[src/tw_map.svh]
// register offsets, field positions and reset values of the capture/compare timer
`ifndef TW_MAP_SVH
`define TW_MAP_SVH
`define TW_OFS_MODE      6'h00
`define TW_OFS_CTRL      6'h04
`define TW_OFS_IEN       6'h08
`define TW_OFS_STAT      6'h0c
`define TW_OFS_IOAB      6'h10
`define TW_OFS_IOCD      6'h14
`define TW_OFS_CNT       6'h18
`define TW_OFS_GRA       6'h1c
`define TW_OFS_GRB       6'h20
`define TW_OFS_GRC       6'h24
`define TW_OFS_GRD       6'h28
`define TW_MODE_RUN      7
`define TW_MODE_BUFB     5
`define TW_MODE_BUFA     4
`define TW_MODE_PWM_SEL_D     2
`define TW_MODE_PWM_SEL_C     1
`define TW_MODE_PWM_SEL_B     0
`define TW_MODE_RSVD     8'h48
`define TW_CTRL_CLR      7
`define TW_CTRL_CKS_HI   6
`define TW_CTRL_CKS_LO   4
`define TW_IEN_OVF       7
`define TW_IEN_RSVD      8'h70
`define TW_STAT_OVF      7
`define TW_STAT_RSVD     8'h70
`define TW_IO_RSVD       8'h88
`define TW_IO_HI_FS      6
`define TW_IO_LO_FS      2
`define TW_RST_BYTE      8'h00
`define TW_RST_CNT       16'h0000
`define TW_RST_GR        16'hffff
`define TW_CNT_MAX       16'hffff
`endif

[src/tw_pkg.sv]
// shared types of the capture/compare timer
package tw_pkg;
	typedef logic [15:0] tw_word_t;
	typedef enum logic [1:0] {
		TW_ACT_NONE,
		TW_ACT_LOW,
		TW_ACT_HIGH,
		TW_ACT_TOGGLE
	} tw_action_t;
endpackage : tw_pkg

[src/tw_timer.sv]
// capture/compare timer with four general registers behind an avalon-mm slave
`timescale 1ns/100ps
`default_nettype none
`include "tw_map.svh"
// Notes on behaviour
// [RULE_01] counter counts only while the run bit is 1; run resets to 0
// [RULE_02] buffer select b makes register d the buffer of register b
// [RULE_03] buffer select a makes register c the buffer of register a
// [RULE_04] pwm selects switch pins d, c, b to pwm output
// [RULE_05] reserved bits of mode, status and io control read as 1
// [RULE_06] clear-on-match-a clears the counter at match a, else free running
// [RULE_07] clock select: clk, clk/2, clk/4, clk/8, or external event rising edges
// [RULE_08] undivided source counts the subclock while chip is in sub modes
// [RULE_09] level bits set each pin value until its first compare match
// [RULE_10] writing a level bit changes the pin at once
// [RULE_11] overflow request is the overflow flag gated by its enable
// [RULE_12] each channel request is its flag gated by its own enable
// [RULE_13] overflow flag sets when the counter wraps from ffff to 0
// [RULE_14] a flag clears only by writing 0 after reading it as 1
// [RULE_15] output compare sets the channel flag when counter equals register
// [RULE_16] input capture copies the counter on the chosen edge and sets flag
// [RULE_17] function select 0 means compare, 1 means capture
// [RULE_18] compare action 00 none, 01 low, 10 high, 11 toggle
// [RULE_19] capture edge 00 rising, 01 falling, 1x both
// [RULE_20] channel d uses the same encodings on register d and its pin
// [RULE_21] buffered a: compare loads c into a; capture moves a to c
// [RULE_22] pwm pin takes level at match a and inverse at own match
// [RULE_23] counter resets to 0, general registers to ffff, 16-bit access only
// [RULE_24] channel c uses the same encodings on register c
// [RULE_25] a flag set in the cycle of its clear stays set
module tw_timer #(
	parameter int PRE_W = 3
) (
	input  wire logic        i_clk_sys,
	input  wire logic        i_rst,
	input  wire logic [5:0]  i_avs_address,
	input  wire logic        i_avs_read,
	input  wire logic        i_avs_write,
	input  wire logic [31:0] i_avs_writedata,
	input  wire logic [3:0]  i_avs_byteenable,
	output logic      [31:0] o_avs_readdata,
	output logic             o_avs_waitrequest,
	input  wire logic [3:0]  i_ch_pin,
	output logic      [3:0]  o_ch_out,
	output logic      [3:0]  o_ch_oe_n,
	input  wire logic        i_ext_event_pin,
	input  wire logic        i_subclk,
	input  wire logic        i_sub_mode,
	output logic             o_overflow_interrupt,
	output logic      [3:0]  o_event_interrupt
);
	if (PRE_W < 3) begin : g_chk
		$error("prescaler must reach clk/8");
	end

	logic             ack_r;
	logic [31:0]      rdata_r;
	logic [7:0]       mode_r;
	logic [7:0]       ctrl_r;
	logic [7:0]       ien_r;
	logic [7:0]       ioab_r;
	logic [7:0]       iocd_r;
	logic [4:0]       flag_r;
	logic [4:0]       flag_nxt;
	logic [4:0]       armed_r;
	logic [3:0]       lvl_r;
	logic [3:0]       lvl_nxt;
	tw_pkg::tw_word_t cnt_r;
	tw_pkg::tw_word_t cnt_nxt;
	tw_pkg::tw_word_t gr_r   [4];
	tw_pkg::tw_word_t gr_nxt [4];
	logic [PRE_W-1:0] pre_r;
	logic [5:0]       sy1_r;
	logic [5:0]       sy2_r;
	logic [5:0]       sy3_r;
	logic [5:0]       stb_r;
	logic [5:0]       stb_nxt;

	// bus decode: every access waits exactly one cycle
	wire       acc     = i_avs_read | i_avs_write;
	wire       done    = acc & ack_r;
	wire       wr_done = i_avs_write & ack_r;
	wire       rd_done = i_avs_read & ack_r;
	wire       be8     = i_avs_byteenable[0];
	wire       be16    = &i_avs_byteenable[1:0];
	wire [7:0] wd8     = i_avs_writedata[7:0];
	wire [15:0] wd16   = i_avs_writedata[15:0];
	wire       sel_mode = i_avs_address == `TW_OFS_MODE;
	wire       sel_ctrl = i_avs_address == `TW_OFS_CTRL;
	wire       sel_ien  = i_avs_address == `TW_OFS_IEN;
	wire       sel_stat = i_avs_address == `TW_OFS_STAT;
	wire       sel_ioab = i_avs_address == `TW_OFS_IOAB;
	wire       sel_iocd = i_avs_address == `TW_OFS_IOCD;
	wire       sel_cnt  = i_avs_address == `TW_OFS_CNT;
	wire [3:0] sel_gr;
	assign sel_gr[0] = i_avs_address == `TW_OFS_GRA;
	assign sel_gr[1] = i_avs_address == `TW_OFS_GRB;
	assign sel_gr[2] = i_avs_address == `TW_OFS_GRC;
	assign sel_gr[3] = i_avs_address == `TW_OFS_GRD;
	// byte-wide writes to 16-bit registers are dropped
	wire       wr_mode = wr_done & sel_mode & be8;
	wire       wr_ctrl = wr_done & sel_ctrl & be8;
	wire       wr_ien  = wr_done & sel_ien & be8;
	wire       wr_stat = wr_done & sel_stat & be8;
	wire       wr_ioab = wr_done & sel_ioab & be8;
	wire       wr_iocd = wr_done & sel_iocd & be8;
	wire       wr_cnt  = wr_done & sel_cnt & be16; // RULE_23
	wire [3:0] wr_gr   = {4{wr_done & be16}} & sel_gr; // RULE_23

	assign o_avs_waitrequest = acc & ~ack_r;
	assign o_avs_readdata    = rdata_r;

	// pin inputs: 3..0 channels, 4 external event, 5 subclock
	wire [5:0] pins   = {i_subclk, i_ext_event_pin, i_ch_pin};
	wire [5:0] agree  = ~(sy2_r ^ sy3_r);
	assign stb_nxt    = (agree & sy3_r) | (~agree & stb_r);
	wire [5:0] rise_e = stb_nxt & ~stb_r;
	wire [5:0] fall_e = ~stb_nxt & stb_r;

	// count source
	wire [2:0] cks     = ctrl_r[`TW_CTRL_CKS_HI:`TW_CTRL_CKS_LO];
	wire       tick_d2 = pre_r[0];
	wire       tick_d4 = &pre_r[1:0];
	wire       tick_d8 = &pre_r[2:0];
	wire       tick_d1 = i_sub_mode ? rise_e[5] : 1'b1; // RULE_08
	wire       tick    = cks[2] ? rise_e[4] : // RULE_07
	                     (cks[1:0] == 2'b00) ? tick_d1 :
	                     (cks[1:0] == 2'b01) ? tick_d2 :
	                     (cks[1:0] == 2'b10) ? tick_d4 : tick_d8;
	wire       cnt_en  = mode_r[`TW_MODE_RUN] & tick; // RULE_01

	// channel configuration
	wire       buf_a = mode_r[`TW_MODE_BUFA];
	wire       buf_b = mode_r[`TW_MODE_BUFB];
	wire [3:0] pwm   = {mode_r[`TW_MODE_PWM_SEL_D], mode_r[`TW_MODE_PWM_SEL_C],
	                    mode_r[`TW_MODE_PWM_SEL_B], 1'b0}; // RULE_04
	wire [3:0] fsel  = {iocd_r[`TW_IO_HI_FS], iocd_r[`TW_IO_LO_FS],
	                    ioab_r[`TW_IO_HI_FS], ioab_r[`TW_IO_LO_FS]}; // RULE_17 RULE_20 RULE_24
	wire [1:0] fld [4];
	assign fld[0] = ioab_r[1:0];
	assign fld[1] = ioab_r[5:4];
	assign fld[2] = iocd_r[1:0];
	assign fld[3] = iocd_r[5:4];
	// a register serving as buffer has no compare or capture of its own
	wire [3:0] own = {~buf_b, ~buf_a, 2'b11}; // RULE_02 RULE_03
	// pwm forces compare operation
	wire [3:0] oc  = ~fsel | pwm;
	wire [3:0] cap = fsel & ~pwm;
	wire [3:0] match;
	wire [3:0] capt;
	for (genvar i = 0; i < 4; i++) begin : g_ch
		wire hit    = cnt_r == gr_r[i];
		wire edge_s = fld[i][1] ? (rise_e[i] | fall_e[i]) : // RULE_19
		              fld[i][0] ? fall_e[i] : rise_e[i];
		assign match[i] = own[i] & oc[i] & cnt_en & hit; // RULE_15
		assign capt[i]  = own[i] & cap[i] & edge_s; // RULE_16
	end
	wire [3:0] evt   = match | capt;
	wire       clr_a = ctrl_r[`TW_CTRL_CLR] & match[0]; // RULE_06
	wire       wrap  = cnt_en & ~clr_a & (cnt_r == `TW_CNT_MAX) & ~wr_cnt; // RULE_13

	// counter: a bus write beats a count in the same cycle
	always_comb begin
		cnt_nxt = cnt_r;
		if (wr_cnt) begin
			cnt_nxt = wd16;
		end else if (clr_a) begin
			cnt_nxt = `TW_RST_CNT; // RULE_06
		end else if (cnt_en) begin
			cnt_nxt = cnt_r + 16'h0001;
		end
	end

	// general registers and the buffer transfers
	always_comb begin
		for (int i = 0; i < 4; i++) begin
			gr_nxt[i] = gr_r[i];
		end
		for (int i = 0; i < 4; i++) begin
			if (capt[i]) begin
				gr_nxt[i] = cnt_r; // RULE_16
			end
		end
		if (buf_a && capt[0]) begin
			gr_nxt[2] = gr_r[0]; // RULE_21
		end
		if (buf_a && match[0]) begin
			gr_nxt[0] = gr_r[2]; // RULE_21
		end
		if (buf_b && capt[1]) begin
			gr_nxt[3] = gr_r[1]; // RULE_02
		end
		if (buf_b && match[1]) begin
			gr_nxt[1] = gr_r[3]; // RULE_02
		end
		for (int i = 0; i < 4; i++) begin
			if (wr_gr[i]) begin
				gr_nxt[i] = wd16;
			end
		end
	end

	// pin levels
	always_comb begin
		lvl_nxt = lvl_r;
		for (int i = 0; i < 4; i++) begin
			if (wr_ctrl) begin
				lvl_nxt[i] = wd8[i]; // RULE_10
			end else if (pwm[i]) begin
				// equal period and duty leave the pin unchanged
				if (match[0] && !match[i]) begin
					lvl_nxt[i] = ctrl_r[i]; // RULE_22
				end else if (match[i] && !match[0]) begin
					lvl_nxt[i] = ~ctrl_r[i]; // RULE_22
				end
			end else if (match[i]) begin
				case (tw_pkg::tw_action_t'(fld[i])) // RULE_18
					tw_pkg::TW_ACT_LOW:    lvl_nxt[i] = 1'b0;
					tw_pkg::TW_ACT_HIGH:   lvl_nxt[i] = 1'b1;
					tw_pkg::TW_ACT_TOGGLE: lvl_nxt[i] = ~lvl_r[i];
					default:               lvl_nxt[i] = lvl_r[i];
				endcase
			end
		end
	end
	assign o_ch_out  = lvl_r; // RULE_09
	assign o_ch_oe_n = ~(oc & own);

	// status flags: 4 overflow, 3..0 channels d..a
	wire [4:0] stat_wd = {wd8[`TW_STAT_OVF], wd8[3:0]};
	wire [4:0] clr_req = {5{wr_stat}} & armed_r & ~stat_wd; // RULE_14
	wire [4:0] set_req = {wrap, evt};
	assign flag_nxt = (flag_r & ~clr_req) | set_req; // RULE_25
	wire [4:0] seen = {rdata_r[`TW_STAT_OVF], rdata_r[3:0]};

	assign o_overflow_interrupt = flag_r[4] & ien_r[`TW_IEN_OVF]; // RULE_11
	assign o_event_interrupt    = flag_r[3:0] & ien_r[3:0]; // RULE_12

	// read mux
	wire [7:0] stat_rd = {flag_r[4], 3'b000, flag_r[3:0]} | `TW_STAT_RSVD; // RULE_05
	wire [15:0] gr_rd  = sel_gr[0] ? gr_r[0] : sel_gr[1] ? gr_r[1] :
	                     sel_gr[2] ? gr_r[2] : gr_r[3];
	wire [31:0] rd_mux =
		sel_mode ? {24'h000000, mode_r | `TW_MODE_RSVD} : // RULE_05
		sel_ctrl ? {24'h000000, ctrl_r} :
		sel_ien  ? {24'h000000, ien_r | `TW_IEN_RSVD} :
		sel_stat ? {24'h000000, stat_rd} :
		sel_ioab ? {24'h000000, ioab_r | `TW_IO_RSVD} : // RULE_05
		sel_iocd ? {24'h000000, iocd_r | `TW_IO_RSVD} :
		sel_cnt  ? {16'h0000, cnt_r} :
		(|sel_gr) ? {16'h0000, gr_rd} : 32'h00000000;

	always_ff @(posedge i_clk_sys or posedge i_rst) begin
		if (i_rst) begin
			ack_r   <= 1'b0;
			rdata_r <= 32'h00000000;
		end else begin
			ack_r <= acc & ~ack_r;
			if (i_avs_read && !ack_r) begin
				rdata_r <= rd_mux;
			end
		end
	end

	always_ff @(posedge i_clk_sys or posedge i_rst) begin
		if (i_rst) begin
			sy1_r <= 6'h00;
			sy2_r <= 6'h00;
			sy3_r <= 6'h00;
			stb_r <= 6'h00;
			pre_r <= '0;
		end else begin
			sy1_r <= pins;
			sy2_r <= sy1_r;
			sy3_r <= sy2_r;
			stb_r <= stb_nxt;
			pre_r <= pre_r + 1'b1;
		end
	end

	// stored config keeps writable bits only; reserved bits are or-ed in on read
	always_ff @(posedge i_clk_sys or posedge i_rst) begin
		if (i_rst) begin
			mode_r <= `TW_RST_BYTE; // RULE_01
			ctrl_r <= `TW_RST_BYTE;
			ien_r  <= `TW_RST_BYTE;
			ioab_r <= `TW_RST_BYTE;
			iocd_r <= `TW_RST_BYTE;
		end else begin
			if (wr_mode) begin
				mode_r <= wd8 & ~`TW_MODE_RSVD;
			end
			if (wr_ctrl) begin
				ctrl_r <= wd8;
			end
			if (wr_ien) begin
				ien_r <= wd8 & ~`TW_IEN_RSVD;
			end
			if (wr_ioab) begin
				ioab_r <= wd8 & ~`TW_IO_RSVD;
			end
			if (wr_iocd) begin
				iocd_r <= wd8 & ~`TW_IO_RSVD;
			end
		end
	end

	always_ff @(posedge i_clk_sys or posedge i_rst) begin
		if (i_rst) begin
			flag_r  <= 5'h00;
			armed_r <= 5'h00;
			lvl_r   <= 4'h0;
			cnt_r   <= `TW_RST_CNT; // RULE_23
		end else begin
			flag_r <= flag_nxt;
			lvl_r  <= lvl_nxt;
			cnt_r  <= cnt_nxt;
			if (wr_stat) begin
				armed_r <= 5'h00;
			end else if (rd_done && sel_stat) begin
				armed_r <= armed_r | seen; // RULE_14
			end
		end
	end

	always_ff @(posedge i_clk_sys or posedge i_rst) begin
		if (i_rst) begin
			for (int i = 0; i < 4; i++) begin
				gr_r[i] <= `TW_RST_GR; // RULE_23
			end
		end else begin
			for (int i = 0; i < 4; i++) begin
				gr_r[i] <= gr_nxt[i];
			end
		end
	end
endmodule : tw_timer
`default_nettype wire

[config.mk]
export PLATFORM = sky130hd
export DESIGN_NAME = tw_timer
export DESIGN_NICKNAME = d
export VERILOG_FILES = /design/src/tw_pkg.sv /design/src/tw_timer.sv
export VERILOG_INCLUDE_DIRS = /design/src
export SDC_FILE = /design/constraint.sdc
export NUM_CORES = 1
export LEC_CHECK = 0
export BUFFER_PORTS_ARGS = -buffer_cell sky130_fd_sc_hd__buf_2
export CAP_MARGIN = 20
export CORE_MARGIN = 2
export CORE_UTILIZATION = 25
export DETAILED_ROUTE_END_ITERATION = 10
export PLACE_DENSITY_LB_ADDON = 0.08
export SLEW_MARGIN = 10
export SYNTH_ARGS = -nofsm -noshare
export SYNTH_HDL_FRONTEND = slang
export SYNTH_SLANG_ARGS = --single-unit
export TNS_END_PERCENT = 1
[constraint.sdc]
create_clock -name i_clk_sys -period 8.3 [get_ports i_clk_sys]
set_input_delay 0.83 -clock i_clk_sys [delete_from_list [all_inputs] [get_ports i_clk_sys]]
set_output_delay 0.83 -clock i_clk_sys [all_outputs]
set_load 0.02 [all_outputs]
== After elaboration in Yosys (flattened, before gate mapping) ==
Index checks and enable logic that the tools add are counted.
Cells by class
  add/sub/neg operators: 2
  equality and inequality tests: 32
  mux-type cells: 62
  bitwise operators: 83
  reductions and logical operators: 41
Operators by type and width (number)
  two-way mux 16 bit: 26
  equality test 16 bit: 4
  AND 1 bit: 40
  two-way mux 1 bit: 30
  equality test 6 x 5 -> 1 bit, second input constant: 4
  nonzero test 3 bit: 8
  AND 4 bit: 5
  AND 6 bit: 3
  equality test 2 bit, second input constant: 9
  equality test 6 bit, second input constant: 3
  inverter 6 bit: 3
  adder 16 x 1 -> 16 bit, second input constant: 1
  equality test 16 bit, second input constant: 1
  inverter 4 bit: 4
  AND 5 bit: 3
  nonzero test 5 bit: 3
  equality test 6 x 4 -> 1 bit, second input constant: 2
  logical AND 1 bit: 12
  inequality test 4 x 1 -> 1 bit, second input constant: 3
  inverter 1 bit: 12
  one-hot mux 1 bit (3 select lines): 4
  AND reduction 3 bit: 4
  equality test 2 x 1 -> 1 bit, second input constant: 5
  two-way mux 5 bit: 2
  other kinds (15): 29
Storage, ports and cells
  register bits: 185
  bits of input ports: 53
  word-level logic and storage cells: 243

== Depth between registers and ports, before layout ==
  depth in word-level cells: 18
  depth in mapped cells: 14
  depth with buffers taken out: 13

== Worst setup path before layout ==
No wires, ideal clock.
  path kind: input-to-reg
  start point: in i_avs_address[2]
  end point: reg cnt_r[4]
  setup time: 0.126 ns
  data arrival time: 2.400 ns
  setup slack: 5.774 ns
  cell stages on the path: 10
  buffers on the path: 3
  cells stage by stage: clkbuf_1 inv_1 nand2_1 nor2_1 and2_1 buf_2 nand2b_1 clkbuf_1 o21ai_0 a221o_1
Between the ends
  word-level cells in the longest chain between the ends: 4
  elaborated cells on any way between the ends: 5
RTL lines
  start: declaration: RTL line tw_timer.sv:36  | input wire logic [5:0] i_avs_address,
  equality test 6 x 5 -> 1 bit (no line) (*)
  AND 1 bit (*) (2 in series): RTL line tw_timer.sv:107  | wire wr_cnt = wr_done & sel_cnt & be16;
  nonzero test 3 bit (no line) or two-way mux 16 bit (tied branches)
  end signal: assignment: RTL line tw_timer.sv:313  | cnt_r <= `TW_RST_CNT;
  end signal: assignment: RTL line tw_timer.sv:317  | cnt_r <= cnt_nxt;
  end: declaration: RTL line tw_timer.sv:68  | tw_pkg::tw_word_t cnt_r;
Mark *: on every way between the ends. The rest lies on a longest branch, timed or not.
A chain may end at the register's enable or synchronous reset.

== Worst setup path in the final report ==
  start point: in i_avs_address[2]
  end point: reg cnt_r[12]
The elaborated chain is that of the path after synthesis.

==> results.py <==
metrics = {
    "sta": {
        "finalCriticalPeriod_ps": 3960,
        "whs_ps": 350.5,
        "period_share": 0.4771,
        "setup_viol": 0,
        "fin_worst_skew_ps": 11.65,
        "clock.fmax_ghz": 0.2525,
        "hold_viol_final": 0,
        "rsz0062_at_grt": "no",
        "slew_violations": 0,
        "worst_pin_slew_ps": 1114,
        "relSlewSlack": 0.2572,
        "tns_ps": 0,
    },
    "worst_setup_path": {
        "critPathLaunchType": "primary input",
        "crit_type": "in -> reg",
        "critical-path-max-stage-delay_ps": 790,
        "crit_start": "i_avs_address[2]",
        "worstPathRequired_ps": 8660,
        "cp.arrival_ps": 4320,
        "cpLargestDelayFamily": "simple AND/OR/NAND/NOR gates",
        "cpMaxStageDelayCell": "and2_1",
        "crit_chain": "buf_2 -> buf_4 -> inv_1 -> nand2_1 -> nor2_1 -> buf_4 -> and2_1 -> a211o_1 -> nand2b_1 -> nor2_1 -> a221o_1",
        "cp_max_fo": 43,
        "r2r_start": "cnt_r[15]$_DFFE_PP0P_",
        "worst-path-buf-inv": 4,
        "cp-end-kind": "flip-flop",
    },
    "routing": {
        "drt_first_pass_iters": 6,
        "drt-total-wl_microns": 39360,
        "via_per_inst": 4.842,
        "vias": 8405,
        "drc_errors": 0,
        "ant_nets": 0,
        "wire_per_inst_microns": 22.67,
        "drt_iter0_drc": 537,
    },
    "global_route": {
        "grt_pass1_wl_microns": 57990,
        "globalRouteOverflowTotal": 0,
        "grt.total_usage": 0.1826,
        "antenna_found_initial": 0,
        "grt_max_degree": 96,
        "first_global_vias": 8084,
    },
    "cts": {
        "ctsHoldBuffers": 0,
        "clk_latency_ps": 470,
        "htreeDepth": 4,
        "path_clk_slew_ps": 70,
        "post_cts_buffers": 0,
        "clockRootBuffer": "clkbuf_16",
        "cts-buffers-inserted": 17,
        "cts_buffer_depth": 2,
        "cts_tree": "done",
        "ctsResizeCount": 0,
        "cts.sinks": 169,
    },
    "power": {
        "power_density_mw_per_mm2": 236.6,
        "power.ir.vdd_worst_mv": 0.1344,
        "p_leak_nw": 5.287,
    },
    "synth": {
        "synth-edff-count": 0,
        "syn-cell-area_sq_mm": 0.01051,
        "synth-main-ff-cell": "dfrtp_1",
        "synth_compound_area_frac": 0.1711,
        "synth_top_family_by_area": "compound AO/OA/AOI/OAI gates",
        "synthMuxAreaShare": 0.1157,
        "yosysUniqueCellTypes": 70,
        "syn_inst": 1173,
        "synth_xor_area_frac": 0.05582,
        "synth-simple-area-share": 0.1672,
        "syn_avg_cell_area_sq_um": 8.962,
        "synthAdderAreaFrac": 0.01642,
        "ys_seq_area_frac": 0.4099,
        "synthArstFlopShare": 1.000,
        "yosys_warnings": 0,
        "ys_seq_elements": 169,
    },
    "floorplan": {
        "dieArea_sq_mm": 0.04371,
        "chipHeight_microns": 209.1,
        "io_pins": 99,
        "dieWidth_microns": 209.1,
        "fp-row-count": 75,
        "start_util": 0.2517,
        "core_sq_mm": 0.04176,
    },
    "min_path": {
        "min_from": "sy1_r[1]$_DFF_PP0_",
        "hold_class": "reg -> reg",
    },
    "place": {
        "finalWeightedCongestion": 0.7873,
        "portBuffers": 64,
        "dp_hpwl_microns": 27040,
    },
    "run_status": {
        "status": "finished, final reports clean",
    },
    "cells_and_area": {
        "n_antenna_cell": 0,
        "area_growth_pct": 12.57,
        "drive_above_1_share": 0.2022,
        "fillerInstances": 4393,
        "fin_nets": 1250,
    },
    "job": {
        "maxCapViolCount": 0,
    },
}
## Yosys cell counts (7+ instances only)
cell type  number  area [sq um]
buf_6           8         90.09
and3_1         13         81.33
and2_1          8         50.05
o21ai_1        10         50.05
o211ai_1       27         202.7
clkbuf_1       50         187.7
ha_1           13         162.7
a221o_1        11         110.1
nor3b_1         9         67.56
dfrtp_1       105          2628
o21ai_0       119         595.6
dfstp_2        64          1682
o22ai_1         9         56.30
buf_2          22         110.1
mux2i_1        72         720.7
a211oi_1        7         52.55
nor3_1         13         65.06
xnor2_1        15         131.4
mux2_2         43         484.2
nand2_1       199         747.0
inv_1          28         105.1
a22oi_1        12         90.09
buf_4          20         150.1
nand3_1        11         55.05
nand2b_1        7         43.79
nor2_1         71         266.5
a21oi_1        63         315.3
xor2_1         52         455.4
## final cells by class
class	instances	area, sq um	share of cell area
tap	539	674.4	0.05699
multi-input combinational	886	5603	0.4735
inverter	29	116.4	0.009833
clock inverter	11	192.7	0.01628
clock buffer	21	470.5	0.03975
sequential	169	4309	0.3641
timing repair buffer	81	467.9	0.03954
## state kept, by name (all words and copies together), names as in the netlist, 3 cells and up
name	cells
gr_r	64
cnt_r	16
o_avs_readdata	16
ctrl_r	8
ioab_r	6
iocd_r	6
mode_r	6
stb_r	6
sy1_r	6
sy2_r	6
sy3_r	6
armed_r	5
flag_r	5
ien_r	5
o_ch_out	4
pre_r	3
## per-stage QoR
stage	power, mW	cell area (sq um)	cells	utilization	setup slack [ps]
2_1_floorplan	1.665	10570	1188	-	3001
3_3_place_gp	1.884	11140	1703	0.2668	3859
3_5_place_dp	1.888	11140	1703	0.2668	3851
4_1_cts	2.838	11810	1735	0.2827	4364
5_1_grt	2.965	11830	1736	0.2834	4206
6_report	2.800	11830	1736	0.2834	4340
## worst paths after layout
check / depth (start not counted) / end / slack [ps]
max: 11 / cnt_r[12]$_DFFE_PP0P_ / 4340
min: 0 / sy2_r[1]$_DFF_PP0_ / 350
max reg2reg: 8 / cnt_r[12]$_DFFE_PP0P_ / 5010
min reg2reg: 0 / sy2_r[1]$_DFF_PP0_ / 350
max in group asynchronous: 4 / gr_r[18]$_DFFE_PP1P_ / 6640
min in group asynchronous: 2 / sy1_r[1]$_DFF_PP0_ / 470
## kinds of logic (layout without fill, tap and decap cells)
| family | after synthesis | after routing |
|---|---|---|
| multiplexers | 116 | 116 |
| AND/OR/NAND/NOR | 379 | 379 |
| other | 1 | 16 |
| adder cells (fa/ha/maj) | 14 | 14 |
| XOR/XNOR | 67 | 67 |
| AO/OA/AOI/OAI | 294 | 294 |
| flip-flops | 169 | 169 |
| buffers and inverters | 133 | 142 |
## placed cells by master, fill, tap and decap left out, drive strengths merged, types with 5 or more instances in the layout
| cell type | synthesis | routed |
|---|---|---|
| a211oi | 7 | 7 |
| a21oi | 64 | 64 |
| a221o | 11 | 11 |
| a22oi | 12 | 12 |
| and2 | 9 | 9 |
| and3 | 13 | 13 |
| buf | 53 | 81 |
| bufinv | 0 | 5 |
| clkbuf | 50 | 21 |
| conb | 1 | 16 |
| dfrtp | 105 | 105 |
| dfstp | 64 | 64 |
| ha | 13 | 13 |
| inv | 29 | 29 |
| mux2 | 44 | 44 |
| mux2i | 72 | 72 |
| nand2 | 199 | 199 |
| nand2b | 7 | 7 |
| nand3 | 13 | 13 |
| nand3b | 6 | 6 |
| nand4 | 6 | 6 |
| nor2 | 74 | 74 |
| nor2b | 6 | 6 |
| nor3 | 16 | 16 |
| nor3b | 9 | 9 |
| nor4 | 11 | 11 |
| o211ai | 28 | 28 |
| o21ai | 130 | 130 |
| o22ai | 9 | 9 |
| o31ai | 7 | 7 |
| xnor2 | 15 | 15 |
| xor2 | 52 | 52 |
## report_power, final
part	switching [mW]	internal, mW	total (mW)
sequential	0.206	1.03	1.23
clock	0.372	0.557	0.930
combinational	0.376	0.260	0.636
total	0.955	1.85	2.80
## per-layer routing
metal / wire length, microns / part of all wire / global-route usage
met5: 0 / 0 / 0
met4: 520 / 0.013 / 0.04409
met3: 1232 / 0.031 / 0.02931
met2: 17400 / 0.44 / 0.2753
met1: 20210 / 0.51 / 0.2712
No activity file was read; power rests on OpenSTA's default activity.
